## config.mk

```make
export PLATFORM = sky130hd
export DESIGN_NAME = cam_top
export DESIGN_NICKNAME = d
export VERILOG_FILES = /design/src/hw/cam_pkg.sv /design/src/hw/cam_chan_if.sv /design/src/hw/cam_channel.sv /design/src/hw/cam_top.sv
export SDC_FILE = /design/constraint.sdc
export NUM_CORES = 1
export LEC_CHECK = 0
export BUFFER_PORTS_ARGS = -buffer_cell sky130_fd_sc_hd__buf_2
export CORE_MARGIN = 5
export CORE_UTILIZATION = 56
export DETAILED_ROUTE_END_ITERATION = 6
export PLACE_DENSITY_LB_ADDON = 0.08
export SLEW_MARGIN = 20
export SYNTH_ARGS = -nofsm -noshare
export SYNTH_HDL_FRONTEND = slang
export SYNTH_SLANG_ARGS = --single-unit
export TNS_END_PERCENT = 10
```

## constraint.sdc

```tcl
create_clock -name clk_i -period 7.3 [get_ports clk_i]
set_clock_uncertainty 0.15 [all_clocks]
set_input_delay 1.095 -clock clk_i [delete_from_list [all_inputs] [get_ports clk_i]]
set_output_delay 1.095 -clock clk_i [all_outputs]
set_load 0.05 [all_outputs]
```

## src/hw/cam_pkg.sv

```systemverilog
// constants for the counter array module mode control block
// assumes one 50 MHz clock and an 8-bit internal register bus
package cam_pkg;
	localparam int          CAM_MODULES     = 3;
	localparam logic [7:0]  CAM_MODE0_ADDR  = 8'hDA;
	localparam logic [7:0]  CAM_MODE1_ADDR  = 8'hDB;
	localparam logic [7:0]  CAM_MODE2_ADDR  = 8'hDC;
	localparam logic [7:0]  CAM_MODE_RESET  = 8'h00;
	localparam int          CAM_WIDE_BIT    = 7;
	localparam int          CAM_COMPARE_BIT = 6;
	localparam int          CAM_RISE_BIT    = 5;
	localparam int          CAM_FALL_BIT    = 4;
	localparam int          CAM_MATCH_BIT   = 3;
	localparam int          CAM_TOGGLE_BIT  = 2;
	localparam int          CAM_PWM_BIT     = 1;
	localparam int          CAM_IRQ_BIT     = 0;
	localparam int          CAM_WDT_MODULE  = 2;
	localparam logic [15:0] CAM_WORD_RESET  = 16'h0000;
	typedef enum {
		CAM_OUT_IDLE,
		CAM_OUT_TOGGLE,
		CAM_OUT_PWM,
		CAM_OUT_FREQ
	} cam_out_mode_t;
endpackage

```

## src/hw/cam_chan_if.sv

```systemverilog
// signals between the top and one capture/compare channel
// assumes both ends share clk_i
`timescale 1ns/1ps
`default_nettype none
interface cam_chan_if;
	logic [7:0]  mode;
	logic [15:0] counter;
	logic [15:0] compare;
	logic [1:0]  cycle_len;
	logic        pin_sync;
	logic        flag_clear;
	logic        watchdog;
	logic        pin_out;
	logic        pin_oe;
	logic        flag;
	logic        capture;
	logic [15:0] captured;
	logic        watchdog_match;
	modport top  (output mode, counter, compare, cycle_len, pin_sync, flag_clear, watchdog,
		input pin_out, pin_oe, flag, capture, captured, watchdog_match);
	modport chan (input mode, counter, compare, cycle_len, pin_sync, flag_clear, watchdog,
		output pin_out, pin_oe, flag, capture, captured, watchdog_match);
endinterface
`default_nettype wire

```

## src/hw/cam_channel.sv

```systemverilog
// one capture/compare channel driven by its mode byte
// assumes a synchronised pin input and a free-running main counter
`timescale 1ns/1ps
`default_nettype none
module cam_channel
	import cam_pkg::*;
(
	input  wire logic clk_i,
	input  wire logic sys_rst_i,
	cam_chan_if.chan  ch
);
	// ******************************
	// decode
	// ******************************
	logic          eq_full;
	logic          eq_low;
	logic          eq_now;
	logic          eq_prev;
	logic          next_eq_prev;
	logic          pin_prev;
	logic          next_pin_prev;
	logic          rise;
	logic          fall;
	logic          match_evt;
	logic          cap_evt;
	logic [15:0]   cyc_mask;
	logic          pwm_level;
	logic          pin_q;
	logic          next_pin_q;
	logic          flag_q;
	logic          next_flag_q;
	logic [15:0]   cap_q;
	logic [15:0]   next_cap_q;
	logic          cap_p;
	logic          next_cap_p;
	logic          wdm_q;
	logic          next_wdm_q;
	cam_out_mode_t omode;

	always_comb begin
		// output mode first, the equality select below depends on it
		case ({ch.mode[CAM_TOGGLE_BIT], ch.mode[CAM_PWM_BIT]})
			2'b10: omode = CAM_OUT_TOGGLE;
			2'b01: omode = CAM_OUT_PWM;
			2'b11: omode = CAM_OUT_FREQ;
			default: omode = CAM_OUT_IDLE;
		endcase
		case (ch.cycle_len)
			2'h0: cyc_mask = 16'h00FF;
			2'h1: cyc_mask = 16'h01FF;
			2'h2: cyc_mask = 16'h03FF;
			default: cyc_mask = 16'h07FF;
		endcase
		// wide mode uses the whole word, else the shared cycle length
		if (ch.mode[CAM_WIDE_BIT]) begin
			cyc_mask = 16'hFFFF;
		end
		eq_full = ch.counter == ch.compare;
		eq_low  = ch.counter[7:0] == ch.compare[7:0];
		// frequency output compares only the low byte
		eq_now  = ch.mode[CAM_COMPARE_BIT] &&
			((omode == CAM_OUT_FREQ) ? eq_low : eq_full);
		// edge of equality, so a stopped counter matches once
		match_evt = eq_now && !eq_prev;
		rise = ch.pin_sync && !pin_prev;
		fall = !ch.pin_sync && pin_prev;
		cap_evt = (ch.mode[CAM_RISE_BIT] && rise)
			|| (ch.mode[CAM_FALL_BIT] && fall);
		pwm_level = (ch.counter & cyc_mask) < (ch.compare & cyc_mask);
	end

	// ******************************
	// next state
	// ******************************
	always_comb begin
		next_eq_prev  = eq_now;
		next_pin_prev = ch.pin_sync;
		next_pin_q    = pin_q;
		next_cap_q    = cap_q;
		next_cap_p    = 1'b0;
		next_flag_q   = flag_q;
		next_wdm_q    = 1'b0;
		if (ch.watchdog) begin
			// watchdog owns the channel; only the match is reported
			next_wdm_q = match_evt;
			next_pin_q = 1'b0;
		end else begin
			case (omode)
				CAM_OUT_TOGGLE: begin
					if (match_evt) begin
						next_pin_q = !pin_q;
					end
				end
				CAM_OUT_FREQ: begin
					if (match_evt) begin
						next_pin_q = !pin_q;
					end
				end
				CAM_OUT_PWM: begin
					next_pin_q = pwm_level;
				end
				default: begin
					next_pin_q = pin_q;
				end
			endcase
			if (cap_evt) begin
				next_cap_q = ch.counter;
				next_cap_p = 1'b1;
			end
			// clear first so a same-cycle event still sets the flag
			if (ch.flag_clear) begin
				next_flag_q = 1'b0;
			end
			if (cap_evt || (match_evt && ch.mode[CAM_MATCH_BIT])) begin
				next_flag_q = 1'b1;
			end
		end
	end

	always_ff @(posedge clk_i) begin
		if (sys_rst_i) begin
			eq_prev  <= 1'b0;
			pin_prev <= 1'b0;
			pin_q    <= 1'b0;
			cap_q    <= CAM_WORD_RESET;
			cap_p    <= 1'b0;
			flag_q   <= 1'b0;
			wdm_q    <= 1'b0;
		end else begin
			eq_prev  <= next_eq_prev;
			pin_prev <= next_pin_prev;
			pin_q    <= next_pin_q;
			cap_q    <= next_cap_q;
			cap_p    <= next_cap_p;
			flag_q   <= next_flag_q;
			wdm_q    <= next_wdm_q;
		end
	end

	assign ch.pin_out        = pin_q;
	assign ch.pin_oe         = !ch.watchdog && (omode != CAM_OUT_IDLE);
	assign ch.flag           = flag_q;
	assign ch.capture        = cap_p;
	assign ch.captured       = cap_q;
	assign ch.watchdog_match = wdm_q;
endmodule
`default_nettype wire

```

## src/hw/cam_top.sv

```systemverilog
// mode registers and pin handling for three capture/compare modules
// assumes the counter, compare words and cycle length come from elsewhere
`timescale 1ns/1ps
`default_nettype none
module cam_top
	import cam_pkg::*;
(
	input  wire logic        clk_i,
	input  wire logic        sys_rst_i,
	input  wire logic [7:0]  sfr_addr_i,
	input  wire logic        sfr_wr_i,
	input  wire logic [7:0]  sfr_wdata_i,
	output logic      [7:0]  sfr_rdata_o,
	output logic             sfr_hit_o,
	input  wire logic [15:0] counter_i,
	input  wire logic [15:0] compare0_i,
	input  wire logic [15:0] compare1_i,
	input  wire logic [15:0] compare2_i,
	input  wire logic [1:0]  cycle_len_i,
	input  wire logic        watchdog_enable_i,
	input  wire logic [2:0]  flag_clear_i,
	input  wire logic [2:0]  module_pin_i,
	output logic      [2:0]  module_pin_o,
	output logic      [2:0]  module_pin_oe_o,
	output logic      [2:0]  capture_compare_flag_o,
	output logic      [2:0]  capture_strobe_o,
	output logic      [47:0] captured_o,
	output logic             watchdog_match_o,
	output logic             flag_irq_o
);
	// ******************************
	// mode registers
	// ******************************
	logic [7:0] mode [CAM_MODULES];
	logic [7:0] next_mode [CAM_MODULES];
	logic [2:0] sel;
	logic [2:0] pin_meta;
	logic [2:0] pin_sync;
	logic [15:0] cmp [CAM_MODULES];
	logic [2:0] irq_vec;

	assign sel[0] = sfr_addr_i == CAM_MODE0_ADDR;
	assign sel[1] = sfr_addr_i == CAM_MODE1_ADDR;
	assign sel[2] = sfr_addr_i == CAM_MODE2_ADDR;
	assign cmp[0] = compare0_i;
	assign cmp[1] = compare1_i;
	assign cmp[2] = compare2_i;

	always_comb begin
		for (int i = 0; i < CAM_MODULES; i++) begin
			next_mode[i] = mode[i];
			if (sfr_wr_i && sel[i]) begin
				next_mode[i] = sfr_wdata_i;
			end
		end
		// a locked module 2 keeps its mode while the watchdog runs
		if (watchdog_enable_i) begin
			next_mode[CAM_WDT_MODULE] = mode[CAM_WDT_MODULE];
		end
	end

	always_ff @(posedge clk_i) begin
		if (sys_rst_i) begin
			for (int i = 0; i < CAM_MODULES; i++) begin
				mode[i] <= CAM_MODE_RESET;
			end
		end else begin
			for (int i = 0; i < CAM_MODULES; i++) begin
				mode[i] <= next_mode[i];
			end
		end
	end

	// ******************************
	// read path and pin synchroniser
	// ******************************
	always_comb begin
		sfr_rdata_o = 8'h00;
		for (int i = 0; i < CAM_MODULES; i++) begin
			if (sel[i]) begin
				sfr_rdata_o = mode[i];
			end
		end
	end
	assign sfr_hit_o = |sel;

	// pins are asynchronous, so two stages before any edge logic
	always_ff @(posedge clk_i) begin
		if (sys_rst_i) begin
			pin_meta <= 3'h0;
			pin_sync <= 3'h0;
		end else begin
			pin_meta <= module_pin_i;
			pin_sync <= pin_meta;
		end
	end

	// ******************************
	// channels
	// ******************************
	cam_chan_if chan [CAM_MODULES] ();

	for (genvar g = 0; g < CAM_MODULES; g++) begin : g_chan
		assign chan[g].mode       = mode[g];
		assign chan[g].counter    = counter_i;
		assign chan[g].compare    = cmp[g];
		assign chan[g].cycle_len  = cycle_len_i;
		assign chan[g].pin_sync   = pin_sync[g];
		assign chan[g].flag_clear = flag_clear_i[g];
		assign chan[g].watchdog   = (g == CAM_WDT_MODULE) && watchdog_enable_i;
		cam_channel u_chan (
			.clk_i     (clk_i),
			.sys_rst_i (sys_rst_i),
			.ch        (chan[g])
		);
		assign module_pin_o[g]           = chan[g].pin_out;
		assign module_pin_oe_o[g]        = chan[g].pin_oe;
		assign capture_compare_flag_o[g] = chan[g].flag;
		assign capture_strobe_o[g]       = chan[g].capture;
		assign captured_o[16*g +: 16]    = chan[g].captured;
		assign irq_vec[g] = chan[g].flag && mode[g][CAM_IRQ_BIT];
	end

	assign watchdog_match_o = chan[CAM_WDT_MODULE].watchdog_match;
	assign flag_irq_o       = |irq_vec;
endmodule
`default_nettype wire

```

==> metrics, run 1 <==
Iter 0 DRT Violations=214; Finished Layout Cells=897; clock sink count=94; Initial Util=56.61%; clock latency on the worst-skew pair=350 ps; maximum vdd drop=0.09436 mV; final hold slack=294.6 ps; H-tree levels=3; Yosys top cell area share=34.65%; DP Wirelength=10.93 mm; CTS resizes=0; global-route wire length before repair=23.12 mm; Setup CP Type=in -> out; P&R area growth vs syn=16.98%; Worst setup endpoint=sfr_rdata_o[5]; CP startpoint kind=input port; slew margin rel.=34.76%; Total Power=0.9486 mW; Period minus WS final=3894 ps; Max clock buf depth=2; routed vias=4900; final setup fails=0; Synth Net Count=770; reg-to-reg endpoint=g_chan[2].u_chan.ch.pin_out; pre-CTS setup slack=3433 ps; Placed Cells incl. Taps=881; highest-delay cell along the critical path=nor3_4; Post-synth EDFFs=0; wire per inst=16.11 µm; Placed Area=6181 µm²; Hold Fails Final Rpt=0; wirelength, routed=14.45 mm; worst slew pin tran=978.6 ps; R2R setup slack=4730 ps; crit share post-route=53.34%; Setup Fix Bufs, Post-CTS=0; Synth top cells by count=dfxtp_1, nor2_1, mux2i_1, nand2_1, ha_1; PortBufs=162; Row Count=36; final setup TNS=0 ps; CP required=6050 ps; number of global-route vias before repair=4954; initial antenna violation count=0; layout cells sized above 1=25.39%; width of the die=108.5 µm; Final Instance Area=6354 µm²; Seq/Total Area, Yosys=34.65%; drt pass-1 iters=5; Most used DFF post-synth=dfxtp_1; Synth Instances=630; Worst setup startpoint=sfr_addr_i[5]; Fmax=256.8 MHz; vias per inst=5.463; TritonCTS clock tree=done; Critical Path Max Stage Delay=580 ps; syn_area_per_cell=8.621 µm²; drc violations=0; Final nets=899; most common cell in the netlist=dfxtp_1; CP endpoint kind=primary output; Antenna Cells=0; GRT Total Usage=24.70%; pin count of the biggest net entering global routing=96; FFs w/ async S/R, synth=0%; Hold Crit Class=reg -> reg; crit path DAT=2650 ps; DIE AREA=11770 µm²; post-layout util=66.22%; CTS clk-pin slew, worst paths=90 ps; setup ws final=3406 ps; status=finished clean; critical path cell sequence=buf_2 -> nor2b_2 -> nand4_4 -> nor3_4 -> a222oi_1 -> inv_1 -> buf_2; max-cap violations=0; largest cells by area after synthesis=dfxtp_1, ha_1, mux2i_1, nor2_1, a21oi_1; RSZ-0062 raised after global routing=no; CP most frequent cell=buf_2; core area=9594 µm²; Reg area=1882 µm²; gr ovfl total=0; root buffer cell=clkbuf_8; P per Cell Area=149.3 nW/µm²; die extent in y=108.5 µm; post-synth top area cell=dfxtp_1; area of the multi-input gates=3146 µm²; reg-to-reg startpoint=mode[0][23]; Cell Area, Synth=5431 µm²; cts hold-fix bufs=0; Ports=163; fillers=849; Yosys cell types=52; crit path max fanout=17; TritonCTS buffer count=9; Final Max Tran Viols=0; Warnings, synthesis=0; #FFs+latches synth=94; GPL Wtd Cong=0.8767; Post-DRT Antenna Nets=0; cell count of the worst reg-to-reg path=7; Pleak=2.931 nW
[cell families after synthesis]
| group | Yosys count | share of synthesized area (%) |
|---|---|---|
| AND/OR/NAND/NOR | 220 | 20.23 |
| multiplexers | 57 | 10.53 |
| XOR/XNOR | 24 | 3.870 |
| buffers and inverters | 87 | 7.648 |
| flip-flops | 94 | 34.65 |
| adder cells (fa/ha/maj) | 48 | 11.06 |
| AO/OA/AOI/OAI | 100 | 12.02 |
[critical path, delay by kind of cell]
family,cells,cell delay (ps)
compound gates,1,210
simple gates,3,890
buf+inv,3,450
[layer usage]
metal	track usage (%)	routed length, µm	vias to the layer above
met5	0	0	-
met4	9.648	301	0
met3	6.328	1129	26
met2	42.76	6974	162
met1	29.17	6044	2286
li1	-	-	2426
[layout by cell type (no fill, tap or decap), types with 3 or more instances in the layout]
cell type	instances
o31a_1	3
nor2_1	68
xor2_1	8
inv_1	39
clkbuf_8	9
dfxtp_1	94
ha_1	48
nand2_1	50
a222oi_1	9
nand3_1	26
o21ai_0	14
nand4_1	13
nand3b_1	6
nor3_1	5
o31ai_1	3
buf_2	162
and2_1	15
a21oi_1	37
mux2i_1	56
xnor2_1	16
nand2b_1	4
nor2b_1	17
a31oi_1	4
o21a_1	6
o211ai_1	3
o21ai_1	3
buf_4	4
[area by class of cell]
type,count,share of cell area [%]
multi-input cells,449,49.51
clock buffers,10,2.009
clock inverters,6,0.7089
repair buffers,166,13.23
well taps,133,2.619
flip-flops and latches,94,29.62
inverters,39,2.304
[how the worst min path moves through the flow]
| stage | start | end | slack (ps) | depth (start not counted) |
|---|---|---|---|---|
| 5_1_grt | pin_meta[1] | pin_sync[1] | 310 | 1 |
| 2_1_floorplan | pin_meta[0] | pin_sync[0] | 260 | 1 |
| 3_3_place_gp | pin_meta[2] | pin_sync[2] | 270 | 1 |
| 3_5_place_dp | pin_meta[1] | pin_sync[1] | 280 | 1 |
| 4_1_cts | pin_meta[2] | pin_sync[2] | 300 | 1 |
| 6_report | pin_meta[2] | pin_sync[2] | 290 | 1 |
[state kept, by name (all words and copies together), names as in the netlist]
register	flops
g_chan.u_chan.pin_prev	3
pin_meta	3
g_chan.u_chan.ch.watchdog_match	1
g_chan.u_chan.ch.capture	3
g_chan.u_chan.ch.captured	48
g_chan.u_chan.eq_prev	3
mode	24
g_chan.u_chan.ch.pin_out	3
g_chan.u_chan.ch.flag	3
pin_sync	3
[where the power goes]
part / total, mW / switching (mW) / leakage (nW) / internal, mW
sequential: 0.516 / 0.00113 / 0.758 / 0.514
combinational: 0.122 / 0.0693 / 2.08 / 0.0524
clock: 0.311 / 0.185 / 0.0910 / 0.127
total: 0.949 / 0.255 / 2.93 / 0.693
Power figures use the tool's default switching activity.
==> run 2: changes to the inputs <==
--- a/config.mk
+++ b/config.mk
@@ -7,7 +7,7 @@
 export LEC_CHECK = 0
 export BUFFER_PORTS_ARGS = -buffer_cell sky130_fd_sc_hd__buf_2
 export CORE_MARGIN = 5
-export CORE_UTILIZATION = 56
+export CORE_UTILIZATION = 52
 export DETAILED_ROUTE_END_ITERATION = 6
 export PLACE_DENSITY_LB_ADDON = 0.08
 export SLEW_MARGIN = 20
==> constraint.sdc (replaced) <==
create_clock -name clk_i -period 4.1 [get_ports clk_i]
set_clock_uncertainty 0.15 [all_clocks]
set_input_delay 0.615 -clock clk_i [delete_from_list [all_inputs] [get_ports clk_i]]
set_output_delay 0.615 -clock clk_i [all_outputs]
set_load 0.05 [all_outputs]
==> run 2 against run 1 <==
  * Critical path depth stayed put
  * Register-to-register slack worse by 3200 ps
  * Design area is 0.61% higher
  * Largest cell class unchanged
==> metrics, run 2 (synthesized netlist as in run 1, its figures left out) <==
Largest register FFs=48 (unchanged); Final Instance Area=6392 µm² (+0.61%); routed vias=4786 (-2.3%); Placed Cells incl. Taps=885 (+0.45%); GPL Wtd Cong=0.8929 (+1.8%); status=finished clean; PortBufs=162 (unchanged); maximum vdd drop=0.1815 mV (+92%); M3 GR Usage=6.038% (-0.29 points); R2R setup slack=1580 ps (-3150 ps); Antenna Cells=0 (unchanged); wire per inst=16.05 µm (-0.38%); WHS Endpoint=pin_sync[0]; drt pass-1 iters=4 (-1); final setup TNS=0 ps (unchanged); GR Util met1=30.41% (+1.2 points); Placed Area=6192 µm² (+0.18%); crit path DAT=2150 ps (-500 ps); pin count of the biggest net entering global routing=43 (-55%); Iter 0 DRT Violations=339 (+58%); core area=10280 µm² (+7.1%); Finished Layout Cells=901 (+0.45%); H-tree levels=3 (unchanged); area of the multi-input gates=3146 µm² (unchanged); drc violations=0 (unchanged); CTS clk-pin slew, worst paths=100 ps (about the same); reg-to-reg startpoint=mode[0][15]; P&R area growth vs syn=17.69%; P per Cell Area=278.7 nW/µm² (+87%); buffers and inverters on the worst path=3 (unchanged); CP required=3340 ps (-2710 ps); clock sink count=94 (unchanged); hold path startpoint=pin_meta[0]; Fmax=343.3 MHz; GRT Total Usage=23.00% (-1.7 points); critical path cell sequence=buf_2 -> nor2b_2 -> nand4_4 -> nor3_4 -> a222oi_1 -> inv_1 -> buf_2; Reg area=1882 µm² (unchanged); Period minus WS final=2913 ps; final setup fails=0 (unchanged); worst slew pin tran=628.0 ps (-350.5 ps); TritonCTS buffer count=9 (unchanged); reg-to-reg endpoint=g_chan[1].u_chan.ch.pin_out; fillers=946 (+11%); DIE AREA=12590 µm² (+7.0%); global-route wire length before repair=23.62 mm (+2.2%); setup ws final=1187 ps (-2219 ps); CTS resizes=0 (unchanged); highest-delay cell along the critical path=nor3_4; number of global-route vias before repair=4734 (-4.4%); gr ovfl total=0 (unchanged); cell count of the worst reg-to-reg path=7 (unchanged); commonest non-fill, non-tap cell in the layout=buf_2; CP top delay family=simple AND/OR/NAND/NOR gates; Hold Crit Class=reg -> reg; max-cap violations=0 (unchanged); root buffer cell=clkbuf_8; cts hold-fix bufs=0 (unchanged); crit share post-route=71.04%; Critical Path Max Stage Delay=570 ps (about the same); Hold Path Depth=1 (unchanged); CP startpoint kind=input port; wirelength, routed=14.46 mm (about the same); width of the die=112.2 µm (+3.4%); crit path max fanout=17 (unchanged); pre-CTS setup slack=1202 ps (-2231 ps); layout cells sized above 1=25.49% (+0.098 points); Pleak=2.948 nW (+0.59%); Hold Fails Final Rpt=0 (unchanged); vias per inst=5.312 (-2.8%); Max clock buf depth=2 (unchanged); CP endpoint kind=primary output; Initial Util=52.85% (-3.8 points); Setup CP Type=in -> out; Row Count=37 (+2.8%); Setup Fix Bufs, Post-CTS=0 (unchanged); Post-DRT Antenna Nets=0 (unchanged); DP Wirelength=11.25 mm (+2.9%); most frequent cells in the layout=buf_2, dfxtp_1, nor2_1; M2 GR Usage=37.39% (-5.4 points); TritonCTS clock tree=done; RSZ-0062 raised after global routing=no; Final nets=900 (+0.11%); die extent in y=112.2 µm (+3.4%); CP most frequent cell=buf_2; clock latency on the worst-skew pair=360 ps (about the same); initial antenna violation count=0 (unchanged); slew margin rel.=57.99% (+23 points); Ports=163 (unchanged); Final Max Tran Viols=0 (unchanged); Most Used Layer, Global Route=met2
[run 2: cell types whose count changed in the layout (fill, tap and decap cells not counted)]
cell	change
clkinv_4	-2
buf_4	+1
bufinv_16	+1
clkinv_2	-1
inv_6	+1
inv_8	+1
[run 2: worst max-delay path by stage]
stage,startpoint,end,slack (ps),cells past startpoint
final,sfr_addr_i[5],sfr_rdata_o[3],1190,7
after detailed placement,sfr_addr_i[5],sfr_rdata_o[3],1200,7
after global placement,sfr_addr_i[5],sfr_rdata_o[5],1190,7
after global routing,sfr_addr_i[5],sfr_rdata_o[7],1030,7
after CTS,sfr_addr_i[5],sfr_rdata_o[5],1200,7
after floorplan,sfr_addr_i[7],sfr_rdata_o[4],1470,6
[run 2: report_power, final]
group / leakage [nW] / switching [mW] / internal, mW / total, mW
sequential: 0.758 / 0.00183 / 0.916 / 0.918
combinational: 2.09 / 0.125 / 0.0938 / 0.219
clock: 0.104 / 0.352 / 0.293 / 0.645
total: 2.95 / 0.479 / 1.30 / 1.78
[run 2: through the flow]
step,hold WS (ps),power (mW),util [%]
after floorplan,263.8,1.067,-
after global placement,266.4,1.152,60.25
after detailed placement,280.4,1.159,60.25
after CTS,296.2,1.801,62.20
after global routing,313.7,1.876,62.20
final,296.8,1.782,62.20
[run 2: layer usage]
layer	share of wire [%]	vias to the layer above
li1	-	2425
met1	45	2223
met2	47	128
met3	7.0	10
met4	0.92	0
met5	0	-
[run 2: layout make-up]
cell class / instances / area share [%]
clock buffer: 10 / 1.996
timing repair buffer: 167 / 13.27
clock inverter: 6 / 1.135
sequential: 94 / 29.44
tap: 136 / 2.662
multi-input combinational: 449 / 49.21
inverter: 39 / 2.290
[run 2: worst register-to-register path, cell delays in order, from the launching register on]
cell,delay (ps)
dfxtp_1,680
and2_1,210
ha_1,260
a21oi_1,150
a21boi_0,90
or3b_1,350
o32a_1,350
a211oi_2,210
